$ cat src/design/rsd_pkg.sv
// Purpose: shared constants for the reset, strap and debug-select block
// Assumes: sys_clk at 100 MHz
// Notes:   bit positions of the synchronised pin vector live here too
package rsd_pkg;
    // ---------------------------------------------------------------
    // clock and timing
    // ---------------------------------------------------------------
    localparam int unsigned CLK_MHZ        = 100;
    localparam int unsigned POR_HOLD_NS    = 1000;   // power-on reset hold time
    localparam int unsigned POR_CYCLES     = (POR_HOLD_NS * CLK_MHZ + 999) / 1000;
    localparam int unsigned POR_CNT_W      = 8;
    localparam logic [7:0]  POR_LAST       = 8'(POR_CYCLES - 1);

    // ---------------------------------------------------------------
    // synchronised input vector layout
    // ---------------------------------------------------------------
    localparam int unsigned SYNC_W         = 8;
    localparam int unsigned SY_MASTER      = 0;
    localparam int unsigned SY_CHIP        = 1;
    localparam int unsigned SY_BOOT        = 2;
    localparam int unsigned SY_DEBUG       = 3;
    localparam int unsigned SY_TCK         = 4;
    localparam int unsigned SY_TMS         = 5;
    localparam int unsigned SY_TDI         = 6;
    localparam int unsigned SY_TRST        = 7;

    // ---------------------------------------------------------------
    // reset values of latched straps
    // ---------------------------------------------------------------
    localparam logic        BOOT_FLASH_RST = 1'h1;   // flash boot until captured
    localparam logic        EMU_MODE_RST   = 1'h0;   // boundary scan until captured
endpackage

$ cat src/design/rsd_sync2.sv
// Purpose: two-flop synchroniser for a vector of asynchronous inputs
// Assumes: every bit is an independent level
// Notes:   the first stage feeds only the second stage
`timescale 1ns/1ps
`default_nettype none
module rsd_sync2
    import rsd_pkg::*;
(
    // clock and reset
    input  wire logic              sys_clk,
    input  wire logic              nrst,
    // data
    input  wire logic [SYNC_W-1:0] async_in,
    output logic      [SYNC_W-1:0] sync_out
);
    logic [SYNC_W-1:0] stage1_ff;

    // two-stage metastability filter
    always_ff @(posedge sys_clk or negedge nrst) begin
        if (!nrst) begin
            stage1_ff <= '0;
            sync_out  <= '0;
        end else begin
            stage1_ff <= async_in;
            sync_out  <= stage1_ff;
        end
    end
endmodule
`default_nettype wire

$ cat src/design/rsd_top.sv
// What this block does
// - chip_reset_n is driven low after power-on and an outside pull-down resets the baseband.
// - boot_source_strap is taken at master reset release: high boots flash, low boots ROM.
// - debug_mode_strap is an input during reset, captured at release and held until next reset.
// - A latched high debug strap routes the test port to emulation, low to boundary scan.
// - After release in emulation mode the debug pin turns output and drives returned_test_clock.
// - TCK is synchronised to the system clock, so TDO timing varies cycle to cycle.
// - test_logic_reset_n low resets the test logic apart from the master reset.
//
// Purpose: reset handling, boot and debug straps, and test port routing
// Assumes: all pins are asynchronous to sys_clk and pass the two-flop synchroniser
// Notes:   open-collector pins only ever drive low; the bench resolves the wire
`timescale 1ns/1ps
`default_nettype none
module rsd_top
    import rsd_pkg::*;
(
    // clock and reset
    input  wire logic sys_clk,
    input  wire logic nrst,
    // master reset pin, open collector
    input  wire logic master_reset_n_in,
    output logic      master_reset_n_out,
    output logic      master_reset_n_oe,
    // baseband reset pin, open collector
    input  wire logic chip_reset_n_in,
    output logic      chip_reset_n_out,
    output logic      chip_reset_n_oe,
    // straps
    input  wire logic boot_source_strap,
    input  wire logic debug_mode_strap_in,
    output logic      debug_mode_strap_out,
    output logic      debug_mode_strap_oe,
    // test port pins
    input  wire logic tck,
    input  wire logic tms,
    input  wire logic tdi,
    input  wire logic test_logic_reset_n,
    output logic      tdo,
    // internal resets and boot choice
    output logic      module_reset_n,
    output logic      baseband_reset_n,
    output logic      boot_from_flash,
    output logic      emulation_mode,
    // emulation target side
    output logic      emu_tck_rise,
    output logic      emu_tck_fall,
    output logic      emu_tms,
    output logic      emu_tdi,
    output logic      emu_test_reset_n,
    input  wire logic emu_tdo,
    // boundary-scan target side
    output logic      scan_tck_rise,
    output logic      scan_tck_fall,
    output logic      scan_tms,
    output logic      scan_tdi,
    output logic      scan_test_reset_n,
    input  wire logic scan_tdo
);
    // ---------------------------------------------------------------
    // synchronisers
    // ---------------------------------------------------------------
    logic [SYNC_W-1:0] pin_s;
    logic              master_s;
    logic              chip_s;
    logic              tck_s;
    logic              trst_s;
    logic              master_prev_ff;
    logic              tck_prev_ff;
    logic              master_rise;
    logic              tck_rise;
    logic              tck_fall;

    rsd_sync2 u_sync (
        .sys_clk  (sys_clk),
        .nrst     (nrst),
        .async_in ({test_logic_reset_n, tdi, tms, tck, debug_mode_strap_in,
                    boot_source_strap, chip_reset_n_in, master_reset_n_in}),
        .sync_out (pin_s)
    );

    assign master_s    = pin_s[SY_MASTER];
    assign chip_s      = pin_s[SY_CHIP];
    assign tck_s       = pin_s[SY_TCK];
    assign trst_s      = pin_s[SY_TRST];
    assign master_rise = master_s & ~master_prev_ff;
    assign tck_rise    = tck_s & ~tck_prev_ff;
    assign tck_fall    = ~tck_s & tck_prev_ff;

    // edge history for master reset and test clock
    always_ff @(posedge sys_clk or negedge nrst) begin
        if (!nrst) begin
            master_prev_ff <= 1'h0;
            tck_prev_ff    <= 1'h0;
        end else begin
            master_prev_ff <= master_s;
            tck_prev_ff    <= tck_s;
        end
    end

    // ---------------------------------------------------------------
    // power-on reset and reset pins
    // ---------------------------------------------------------------
    logic [POR_CNT_W-1:0] por_cnt_ff;
    logic                 por_active_ff;
    logic                 module_reset_n_ff;
    logic                 baseband_reset_n_ff;

    // power-on hold: both open-collector pins pulled low for the hold time
    always_ff @(posedge sys_clk or negedge nrst) begin
        if (!nrst) begin
            por_cnt_ff    <= '0;
            por_active_ff <= 1'h1;
        end else if (por_active_ff) begin
            por_cnt_ff    <= por_cnt_ff + 8'h01;
            por_active_ff <= (por_cnt_ff != POR_LAST);
        end
    end

    // internal resets follow the pins, so any outside pull-down holds them
    always_ff @(posedge sys_clk or negedge nrst) begin
        if (!nrst) begin
            module_reset_n_ff   <= 1'h0;
            baseband_reset_n_ff <= 1'h0;
        end else begin
            module_reset_n_ff   <= master_s & ~por_active_ff;
            baseband_reset_n_ff <= chip_s & ~por_active_ff;
        end
    end

    assign master_reset_n_out = 1'h0;
    assign chip_reset_n_out   = 1'h0;
    assign master_reset_n_oe  = por_active_ff;
    assign chip_reset_n_oe    = por_active_ff;
    assign module_reset_n     = module_reset_n_ff;
    assign baseband_reset_n   = baseband_reset_n_ff;

    // ---------------------------------------------------------------
    // strap capture
    // ---------------------------------------------------------------
    logic boot_from_flash_ff;
    logic emulation_mode_ff;

    // straps sampled on the release edge of master reset, held otherwise
    always_ff @(posedge sys_clk or negedge nrst) begin
        if (!nrst) begin
            boot_from_flash_ff <= BOOT_FLASH_RST;
            emulation_mode_ff  <= EMU_MODE_RST;
        end else if (master_rise) begin
            boot_from_flash_ff <= pin_s[SY_BOOT];
            emulation_mode_ff  <= pin_s[SY_DEBUG];
        end
    end

    assign boot_from_flash = boot_from_flash_ff;
    assign emulation_mode  = emulation_mode_ff;

    // ---------------------------------------------------------------
    // returned test clock on the shared debug pin
    // ---------------------------------------------------------------
    logic dbg_out_ff;
    logic dbg_oe_ff;

    // pin stays an input during reset, drives the synced clock after release in emulation mode
    always_ff @(posedge sys_clk or negedge nrst) begin
        if (!nrst) begin
            dbg_out_ff <= 1'h0;
            dbg_oe_ff  <= 1'h0;
        end else begin
            dbg_oe_ff  <= emulation_mode_ff & master_prev_ff;
            dbg_out_ff <= tck_s;
        end
    end

    assign debug_mode_strap_out = dbg_out_ff;
    assign debug_mode_strap_oe  = dbg_oe_ff;

    // ---------------------------------------------------------------
    // test port routing
    // ---------------------------------------------------------------
    logic emu_rise_ff;
    logic emu_fall_ff;
    logic emu_tms_ff;
    logic emu_tdi_ff;
    logic emu_trst_ff;
    logic scan_rise_ff;
    logic scan_fall_ff;
    logic scan_tms_ff;
    logic scan_tdi_ff;
    logic scan_trst_ff;
    logic tdo_ff;

    // clock edges and data go only to the selected target
    always_ff @(posedge sys_clk or negedge nrst) begin
        if (!nrst) begin
            emu_rise_ff  <= 1'h0;
            emu_fall_ff  <= 1'h0;
            emu_tms_ff   <= 1'h0;
            emu_tdi_ff   <= 1'h0;
            scan_rise_ff <= 1'h0;
            scan_fall_ff <= 1'h0;
            scan_tms_ff  <= 1'h0;
            scan_tdi_ff  <= 1'h0;
        end else begin
            emu_rise_ff  <= emulation_mode_ff & tck_rise;
            emu_fall_ff  <= emulation_mode_ff & tck_fall;
            emu_tms_ff   <= emulation_mode_ff & pin_s[SY_TMS];
            emu_tdi_ff   <= emulation_mode_ff & pin_s[SY_TDI];
            scan_rise_ff <= ~emulation_mode_ff & tck_rise;
            scan_fall_ff <= ~emulation_mode_ff & tck_fall;
            scan_tms_ff  <= ~emulation_mode_ff & pin_s[SY_TMS];
            scan_tdi_ff  <= ~emulation_mode_ff & pin_s[SY_TDI];
        end
    end

    // test reset acts on its own, the deselected target is held in reset
    always_ff @(posedge sys_clk or negedge nrst) begin
        if (!nrst) begin
            emu_trst_ff  <= 1'h0;
            scan_trst_ff <= 1'h0;
        end else begin
            emu_trst_ff  <= trst_s & emulation_mode_ff;
            scan_trst_ff <= trst_s & ~emulation_mode_ff;
        end
    end

    // tdo from the selected target, valid some cycles after the tck edge
    always_ff @(posedge sys_clk or negedge nrst) begin
        if (!nrst) begin
            tdo_ff <= 1'h0;
        end else begin
            tdo_ff <= emulation_mode_ff ? emu_tdo : scan_tdo;
        end
    end

    assign emu_tck_rise      = emu_rise_ff;
    assign emu_tck_fall      = emu_fall_ff;
    assign emu_tms           = emu_tms_ff;
    assign emu_tdi           = emu_tdi_ff;
    assign emu_test_reset_n  = emu_trst_ff;
    assign scan_tck_rise     = scan_rise_ff;
    assign scan_tck_fall     = scan_fall_ff;
    assign scan_tms          = scan_tms_ff;
    assign scan_tdi          = scan_tdi_ff;
    assign scan_test_reset_n = scan_trst_ff;
    assign tdo               = tdo_ff;

    // ---------------------------------------------------------------
    // assertions
    // ---------------------------------------------------------------
    a_module_held_reset: assert property (@(posedge sys_clk) disable iff (!nrst)
        !master_s |=> !module_reset_n_ff)
        else $error("module left reset while master reset pin low");

    a_baseband_ext_reset: assert property (@(posedge sys_clk) disable iff (!nrst)
        !chip_s |=> !baseband_reset_n_ff)
        else $error("baseband not reset by chip reset pin");

    a_boot_strap_capture: assert property (@(posedge sys_clk) disable iff (!nrst)
        master_rise |=> boot_from_flash_ff == $past(pin_s[SY_BOOT]))
        else $error("boot strap not captured at release");

    a_debug_strap_hold: assert property (@(posedge sys_clk) disable iff (!nrst)
        !master_rise |=> $stable(emulation_mode_ff))
        else $error("debug mode changed outside reset release");

    a_route_select_emu: assert property (@(posedge sys_clk) disable iff (!nrst)
        (emu_rise_ff || emu_fall_ff) |-> $past(emulation_mode_ff) && !scan_rise_ff && !scan_fall_ff)
        else $error("test clock routed to deselected target");

    a_returned_test_clock_drive_out: assert property (@(posedge sys_clk) disable iff (!nrst)
        (emulation_mode_ff && master_prev_ff) |=> dbg_oe_ff && dbg_out_ff == $past(tck_s))
        else $error("returned test clock not driven after release");

    a_tck_edge_pass: assert property (@(posedge sys_clk) disable iff (!nrst)
        (tck_rise && emulation_mode_ff) |=> emu_rise_ff ##1 !emu_rise_ff)
        else $error("synced test clock edge not one pulse");

    a_test_reset_indep: assert property (@(posedge sys_clk) disable iff (!nrst)
        !trst_s |=> !emu_trst_ff && !scan_trst_ff)
        else $error("test logic not reset by test reset");
endmodule
`default_nettype wire

$ cat config.mk
export PLATFORM = sky130hd
export DESIGN_NAME = rsd_top
export DESIGN_NICKNAME = d
export VERILOG_FILES = /design/src/design/rsd_pkg.sv /design/src/design/rsd_sync2.sv /design/src/design/rsd_top.sv
export SDC_FILE = /design/constraint.sdc
export NUM_CORES = 1
export LEC_CHECK = 0
export BUFFER_PORTS_ARGS = -buffer_cell sky130_fd_sc_hd__buf_4
export CAP_MARGIN = 20
export CELL_PAD_IN_SITES_DETAIL_PLACEMENT = 0
export CELL_PAD_IN_SITES_GLOBAL_PLACEMENT = 1
export CORE_UTILIZATION = 45
export CTS_CLUSTER_SIZE = 28
export DETAILED_ROUTE_END_ITERATION = 10
export HOLD_SLACK_MARGIN = 0.15
export PLACE_DENSITY = 0.88
export SYNTH_ARGS = -nofsm -noshare
export SYNTH_HDL_FRONTEND = slang
export SYNTH_SLANG_ARGS = --single-unit
$ cat constraint.sdc
create_clock -name sys_clk -period 3.05 [get_ports sys_clk]
set_input_delay 0.915 -clock sys_clk [delete_from_list [all_inputs] [get_ports sys_clk]]
set_output_delay 0.915 -clock sys_clk [all_outputs]
set_load 0.05 [all_outputs]
* After elaboration in Yosys (flattened, before gate mapping) *
Cells that the tools add are included.

word-level totals
  output and inout bits = 21
  bits in registers = 43
  logic and storage cells = 47
  bits of input ports = 12

cells by class
  bitwise logic cells = 21
  add/sub/neg operators = 1
  mux-type cells = 2
  equality and inequality tests = 1

operators by type and width
  operator               number
  $and A1 B1 Y1          16
  $add A8 B1 Y8 const B  1
  $ne A8 B7 Y1 const B   1
  $not A1 Y1             5
  $mux W1                2

* Logic depth before layout (Yosys ltp) *
Gate-level depths: netlist (run 1).

  word-level depth = 3
  depth in mapped cells = 4
  depth with buffers taken out = 4

* Cells and area by module *
Synthesis (run 1) repeated with hierarchy kept, for this count alone.

unflattened totals
  cells, all modules = 90
  area total of the unflattened synthesis = 1432.6 sq um

by module, submodules not included
  module     sequential area each (sq um)  area each (sq um)  cells an instance  instances
  rsd_top    678.2                         1032.2             74                 1
  rsd_sync2  400.4                         400.4              16                 1

* Worst setup path after synthesis (run 1) *
Ideal clock, no wire load.

  path kind = register -> output
  start = register por_active_ff, in the netlist chip_reset_n_oe
  end = output master_reset_n_oe
  path buffers = 1
  cell stages (with the launch flop) = 2
  arrival = 0.928 ns
  setup slack = 1.207 ns
  data required time = 2.135 ns
  cells stage by stage = dfstp_2 buf_4

RTL lines
  item                    line            RTL
  start, declared         rsd_top.sv:105  logic por_active_ff;
  start signal, assigned  rsd_top.sv:116  por_active_ff <= (por_cnt_ff != POR_LAST);
  end, declared           rsd_top.sv:24   output logic master_reset_n_oe,

No word-level cell between the ends.

* Worst setup path after layout (run 1) *
  start = register por_active_ff, in the netlist chip_reset_n_oe
  end = output chip_reset_n_oe

RTL lines
  item           line           RTL
  end, declared  rsd_top.sv:28  output logic chip_reset_n_oe,

No word-level cell between the ends.

==> results of run 1 <==
[path summary, 6_finish.rpt]
check / start / to / slack (ns) / depth (start not counted)
worst max-delay path: chip_reset_n_oe / chip_reset_n_oe / 0.94 / 1
worst min-delay path: u_sync.stage1_ff[1] / u_sync.sync_out[1] / 0.36 / 0
worst max register to register: chip_reset_n_oe / por_cnt_ff[7] / 1.78 / 3
worst min register to register: u_sync.stage1_ff[1] / u_sync.sync_out[1] / 0.36 / 0
max in group asynchronous: nrst / chip_reset_n_oe / 2.14 / 1
min in group asynchronous: nrst / u_sync.sync_out[5] / 0.55 / 1
[metrics by stage]
step           setup WS [ns]  power [mW]  cells  utilization, %
6_report               0.936        1.07    153            59.9
5_1_grt                0.815        1.12    153            59.9
4_1_cts                0.922        1.08    153            59.9
3_5_place_dp            1.30       0.781    145            57.4
3_3_place_gp            1.31       0.776    145            57.4
2_1_floorplan           1.21       0.723     89               -
[state kept, by name, indices dropped and copies added, names as in the netlist]
signal and flops:
master_prev_ff 1, u_sync.stage1_ff 8, tdo 1, scan_tms 1, por_cnt_ff 8, emu_tck_rise 1, scan_tdi 1, module_reset_n 1
emu_test_reset_n 1, debug_mode_strap_oe 1, emu_tdi 1, chip_reset_n_oe 1, emulation_mode 1, emu_tms 1, emu_tck_fall 1, scan_tck_fall 1
u_sync.sync_out 8, debug_mode_strap_out 1, scan_test_reset_n 1, scan_tck_rise 1, baseband_reset_n 1, boot_from_flash 1
[layer usage]
layer,vias to the layer above,wire [um],global-route usage [%]
met2,25,841,20.9
met1,352,817,15.7
met5,-,0,0
met4,0,25,6.12
met3,4,112,4.91
li1,342,-,-
[power breakdown]
part / internal (mW) / switching, mW / total, mW
clock network: 0.135 / 0.164 / 0.299
logic: 0.0462 / 0.102 / 0.149
registers: 0.602 / 0.0161 / 0.618
[final cells by class]
| class | count | share of cell area, % |
|---|---|---|
| clock inverters | 1 | 0.439 |
| multi-input cells | 41 | 17.2 |
| flip-flops and latches | 43 | 63.1 |
| repair buffers | 30 | 13.2 |
| clock buffers | 7 | 3.81 |
| well taps | 31 | 2.27 |
[synth_stat cells]
| cell | count |
|---|---|
| nand3_1 | 1 |
| mux2_2 | 4 |
| nand2_1 | 4 |
| conb_1 | 1 |
| o21a_1 | 1 |
| and2_1 | 4 |
| or4_1 | 1 |
| nor2_1 | 2 |
| buf_4 | 4 |
| nand4_1 | 2 |
| dfrtp_1 | 41 |
| ha_1 | 2 |
| and3b_1 | 2 |
| nor2b_1 | 6 |
| dfstp_2 | 2 |
| nor3_1 | 1 |
| xor2_1 | 4 |
| clkbuf_1 | 1 |
| xnor2_1 | 3 |
| nor3b_1 | 2 |
[cells in the final DEF (no fill, tap or decap)]
master / instances
nor3b_1: 2
and3b_1: 2
and2_1: 4
nor3_1: 1
clkinvlp_4: 1
dfstp_2: 2
or4_1: 1
o21a_1: 1
dfrtp_1: 41
nor2_1: 2
clkbuf_4: 5
nand4_1: 2
xor2_1: 4
clkbuf_8: 2
mux2_2: 4
xnor2_1: 3
conb_1: 2
nand2_1: 4
ha_1: 2
nor2b_1: 6
nand3_1: 1
buf_4: 30
[logic make-up (layout without fill, tap and decap cells)]
logic type / count (synthesis) / in the layout
AND/OR/NAND/NOR: 25 / 25
buffers and inverters: 5 / 38
XOR/XNOR: 7 / 7
flip-flops: 43 / 43
adder cells (fa/ha/maj): 2 / 2
AO/OA/AOI/OAI: 1 / 1
multiplexers: 4 / 4
other: 1 / 2
==> impl_metrics.json, run 1 <==
{
  "outcome": "complete, but fails checks",
  "violations": "design-rule violations",
  "firstDrtPassIters": 7,
  "yosys_warnings": 0,
  "clk_pin_slew_worst_paths_ns": 0.11,
  "cts_tree": "yes",
  "grt_max_degree": 44,
  "finalSetupViolCount": 0,
  "power.density_nw_per_um2": 624,
  "hold_path.class": "flip-flop to flip-flop",
  "grt_pass1_wl_um": 3160,
  "route.detailed.drc": 2,
  "dieArea_um2": 3340,
  "skew_ns": 0.00406,
  "cts_made_buffers": 5,
  "hpwl_um": 1210,
  "worstPathArrival_ns": 1.20,
  "num_vias": 723,
  "synth_mux_area_share_pct": 3.21,
  "synth_top_family_by_area": "simple AND/OR/NAND/NOR gates",
  "rsz0062_at_grt": "false",
  "vdd_drop_max_mv": 0.355,
  "synth_seq_cells": 43,
  "cts.repair.resized": 0,
  "crit_type": "flip-flop to primary output",
  "fin_crit_ns": 2.11,
  "synth_compound_area_share_pct": 0.535,
  "die_w_um": 57.8,
  "final.period_utilization_pct": 69.3,
  "synthAdderAreaFrac_pct": 1.78,
  "worst_slew_pin_slew_ns": 0.511,
  "multiInputGateArea_um2": 294,
  "hold_viol_final": 0,
  "synthSimpleGateAreaFrac_pct": 10.5,
  "synth_top_area_share_pct": 73.1,
  "ant_nets": 0,
  "io_pins": 33,
  "rows": 19,
  "synthCells": 88,
  "power_leakage_nw": 0.865,
  "synth_top_area_cell": "dfrtp_1",
  "critical-path-slowest-cell": "dfstp_2",
  "fmax_mhz": 473,
  "cp.buffers_inverters": 1,
  "place.gp.congestion": 0.748,
  "cts_setup_buffers": 0,
  "startpoint_type": "flip-flop",
  "endpoint_kind": "primary output",
  "via_per_inst": 4.73,
  "die_h_um": 57.8,
  "synth_xor_area_share_pct": 4.37,
  "area_delta_synth_final_pct": 21.9,
  "drtIter0Drc": 9,
  "whs_ns": 0.360,
  "syn_area_um2": 1400,
  "max-cap-violations": 0,
  "cts-htree-levels": 2,
  "syn_area_per_cell_um2": 15.9,
  "cts_sinks": 43,
  "grt_pass1_vias": 735,
  "io_buffers": 30,
  "postCtsHoldBufs": 0,
  "wl_per_cell_um": 11.7,
  "crit_chain": "buf_4",
  "overflow": 0,
  "worstPathRequired_ns": 2.13,
  "cp_max_fo": 10,
  "ys_seq_area_share_pct": 76.9,
  "synthTopCellsByArea": "dfrtp_1 73%, dfstp_2 3.7%, mux2_2 3.2%, nor2b_1 2.7%, xor2_1 2.5%",
  "wirelength_um": 1800,
  "setup_tns_ns": 0,
  "cts_buffer_depth": 2,
  "drive_gt1_share_pct": 36.1,
  "stdcell_area_um2": 1710,
  "antenna_found_initial": 0,
  "relSlewSlack_pct": 66.0,
  "critPathMaxStageDelay_ns": 0.65,
  "core_um2": 2850,
  "root_buffer": "clkbuf_4",
  "final.fill_count": 233,
  "n_antenna_cell": 0,
  "slew_violations": 0,
  "cp_top_family": "flip-flops",
  "dpl_cell_area_um2": 1640,
  "grt_usage_pct": 13.0,
  "nNetsFinal": 135,
  "start_util_pct": 49.2,
  "insertion_delay_ns": 0.32,
  "seqCellArea_um2": 1080,
  "ys_types": 20
}
(Power assumes the default switching activity.)
==> run 2, diff against run 1 <==
Settings changed: ABC_AREA set to 1, CORE_UTILIZATION 45 to 37, PLACE_DENSITY 0.88 to 0.8.
Clock period 3.05 ns to 1.91 ns, I/O delays scaled along.
==> impl_metrics.json, run 2 <==
{
  "synthTopCellsByCount": "41 x dfrtp_1, 23 x nand2_1, 17 x inv_1",
  "synth_mux_area_share_pct": 0.763,
  "regToRegSetupSlack_ns": 0.76,
  "synth-edff-count": 0,
  "area_delta_synth_final_pct": 24.7,
  "synth_xor_area_share_pct": 2.37,
  "fin_crit_ns": 1.74,
  "power.density_nw_per_um2": 1020,
  "rr_startpoint": "chip_reset_n_oe",
  "cp-startpoint": "chip_reset_n_oe",
  "syn_area_um2": 1480,
  "hold_viol_final": 0,
  "endpoint_kind": "primary output",
  "ys_types": 22,
  "cts_setup_buffers": 0,
  "syn_area_per_cell_um2": 12.3,
  "critPathMaxStageDelay_ns": 0.65,
  "grt_max_degree": 44,
  "wl_per_cell_um": 9.83,
  "crit_chain": "buf_4",
  "final.period_utilization_pct": 91.0,
  "rows": 22,
  "stdcell_area_um2": 1840,
  "max-cap-violations": 0,
  "cp.buffers_inverters": 1,
  "grt_pass1_wl_um": 3420,
  "vdd_drop_max_mv": 0.497,
  "async_flop_share_pct": 100,
  "whs_ns": 0.254,
  "fmax_mhz": 576,
  "clk_pin_slew_worst_paths_ns": 0.07,
  "setup_tns_ns": 0,
  "ff2ff_path_depth": 5,
  "insertion_delay_ns": 0.28,
  "wirelength_um": 1990,
  "num_vias": 838,
  "postCtsHoldBufs": 0,
  "synth_seq_cells": 43,
  "overflow": 0,
  "grt_pass1_vias": 791,
  "grt_usage_pct": 11.4,
  "slew_violations": 0,
  "worstPathRequired_ns": 1.34,
  "yosysMostFrequentCell": "dfrtp_1",
  "crit_type": "flip-flop to primary output",
  "cts_buffer_depth": 2,
  "synthCells": 120,
  "cp_top_family": "flip-flops",
  "synthAdderAreaFrac_pct": 1.69,
  "synth_compound_area_share_pct": 1.19,
  "synthSimpleGateAreaFrac_pct": 14.0,
  "yosys_warnings": 0,
  "power_leakage_nw": 0.988,
  "largestRegisters": "por_cnt_ff (8), u_sync.stage1_ff (8), u_sync.sync_out (8)",
  "synthTopCellsByArea": "dfrtp_1 69%, nand2_1 5.8%, inv_1 4.3%, dfstp_2 3.6%, buf_4 2.0%",
  "synth_top_area_cell": "dfrtp_1",
  "die_h_um": 65.2,
  "drtIter0Drc": 29,
  "critical-path-slowest-cell": "dfstp_2",
  "via_per_inst": 4.15,
  "nNetsFinal": 167,
  "cts-htree-levels": 2,
  "worstPathArrival_ns": 1.16,
  "skew_ns": 0.00584,
  "root_buffer": "clkbuf_8",
  "finalSetupViolCount": 0,
  "worst_slew_pin_slew_ns": 0.505,
  "cp_max_fo": 10,
  "final_cell_mix": "41 x dfrtp_1, 30 x buf_4, 23 x nand2_1",
  "reg2reg_to": "por_cnt_ff[5]",
  "core_um2": 3740,
  "hold_path.class": "input port to asynchronous set/reset pin",
  "relSlewSlack_pct": 66.4,
  "start_util_pct": 39.4,
  "setup_ws_ns": 0.173,
  "synth_ff_type": "dfrtp_1",
  "hpwl_um": 1440,
  "synth_top_area_share_pct": 69.5,
  "outcome": "complete, no violations",
  "io_buffers": 30,
  "io_pins": 33,
  "drive_gt1_share_pct": 28.6,
  "cts.repair.resized": 0,
  "ant_nets": 0,
  "firstDrtPassIters": 4,
  "mostFrequentLayoutCell": "dfrtp_1",
  "dieArea_um2": 4250,
  "ys_seq_area_share_pct": 73.1,
  "dp_slack_ns": 0.478,
  "place.gp.congestion": 0.754,
  "cts_sinks": 43,
  "rsz0062_at_grt": "false",
  "n_antenna_cell": 0,
  "cts_made_buffers": 5,
  "cts_tree": "yes",
  "startpoint_type": "flip-flop",
  "dpl_cell_area_um2": 1730,
  "route.detailed.drc": 0,
  "endpoint": "master_reset_n_oe",
  "antenna_found_initial": 0,
  "synth_top_family_by_area": "simple AND/OR/NAND/NOR gates",
  "die_w_um": 65.2,
  "crit_cells": 1
}
## run 2: logic make-up (layout without fill, tap and decap cells)
| kind of cell | Yosys count | count (layout) |
|---|---|---|
| other cells | 1 | 2 |
| buf+inv | 22 | 55 |
| flops | 43 | 43 |
| xor+xnor | 4 | 4 |
| simple gates | 44 | 44 |
| compound gates | 3 | 3 |
| mux | 1 | 1 |
| fa+ha+maj | 2 | 2 |
## run 2: how the worst min path moves through the flow
stage                         from             endpoint  slack, ns  cells past startpoint
2_1_floorplan                 nrst     baseband_reset_n       0.28                      0
3_3_place_gp   u_sync.stage1_ff[6]   u_sync.sync_out[6]       0.33                      0
3_5_place_dp   u_sync.stage1_ff[6]   u_sync.sync_out[6]       0.33                      0
4_1_cts                       nrst  u_sync.stage1_ff[4]       0.26                      1
5_1_grt                       nrst             scan_tdi       0.28                      1
6_report                      nrst  u_sync.stage1_ff[7]       0.25                      1
## run 2: area by class of cell
class | instances | area, um^2
clock buffer | 6 | 72.6
timing repair buffer | 30 | 225
sequential | 43 | 1080
multi-input combinational | 56 | 303
clock inverter | 2 | 37.5
tap | 48 | 60.1
inverter | 17 | 63.8
fill | 353 | 1900
## run 2: power breakdown
group / switching, mW / leakage [nW] / total, mW / internal (mW)
logic: 0.162 / 0.405 / 0.225 / 0.0627
registers: 0.0232 / 0.532 / 0.982 / 0.959
clock network: 0.281 / 0.0514 / 0.671 / 0.390
total: 0.467 / 0.988 / 1.88 / 1.41
## run 2: metal layers
layer | vias up | GRT usage, % | wire length, um
met5 | - | 0 | 0
met4 | 0 | 7.34 | 29
met3 | 4 | 4.17 | 122
met2 | 23 | 16.8 | 858
met1 | 393 | 14.2 | 974
li1 | 418 | - | -
## run 2: through the flow
| step | util [%] | cells | power [mW] |
|---|---|---|---|
| 3_5_place_dp | 46.2 | 194 | 1.23 |
| 6_report | 49.2 | 202 | 1.88 |
| 3_3_place_gp | 46.2 | 194 | 1.22 |
| 5_1_grt | 49.2 | 202 | 1.96 |
| 4_1_cts | 49.2 | 202 | 1.90 |
| 2_1_floorplan | - | 121 | 1.14 |
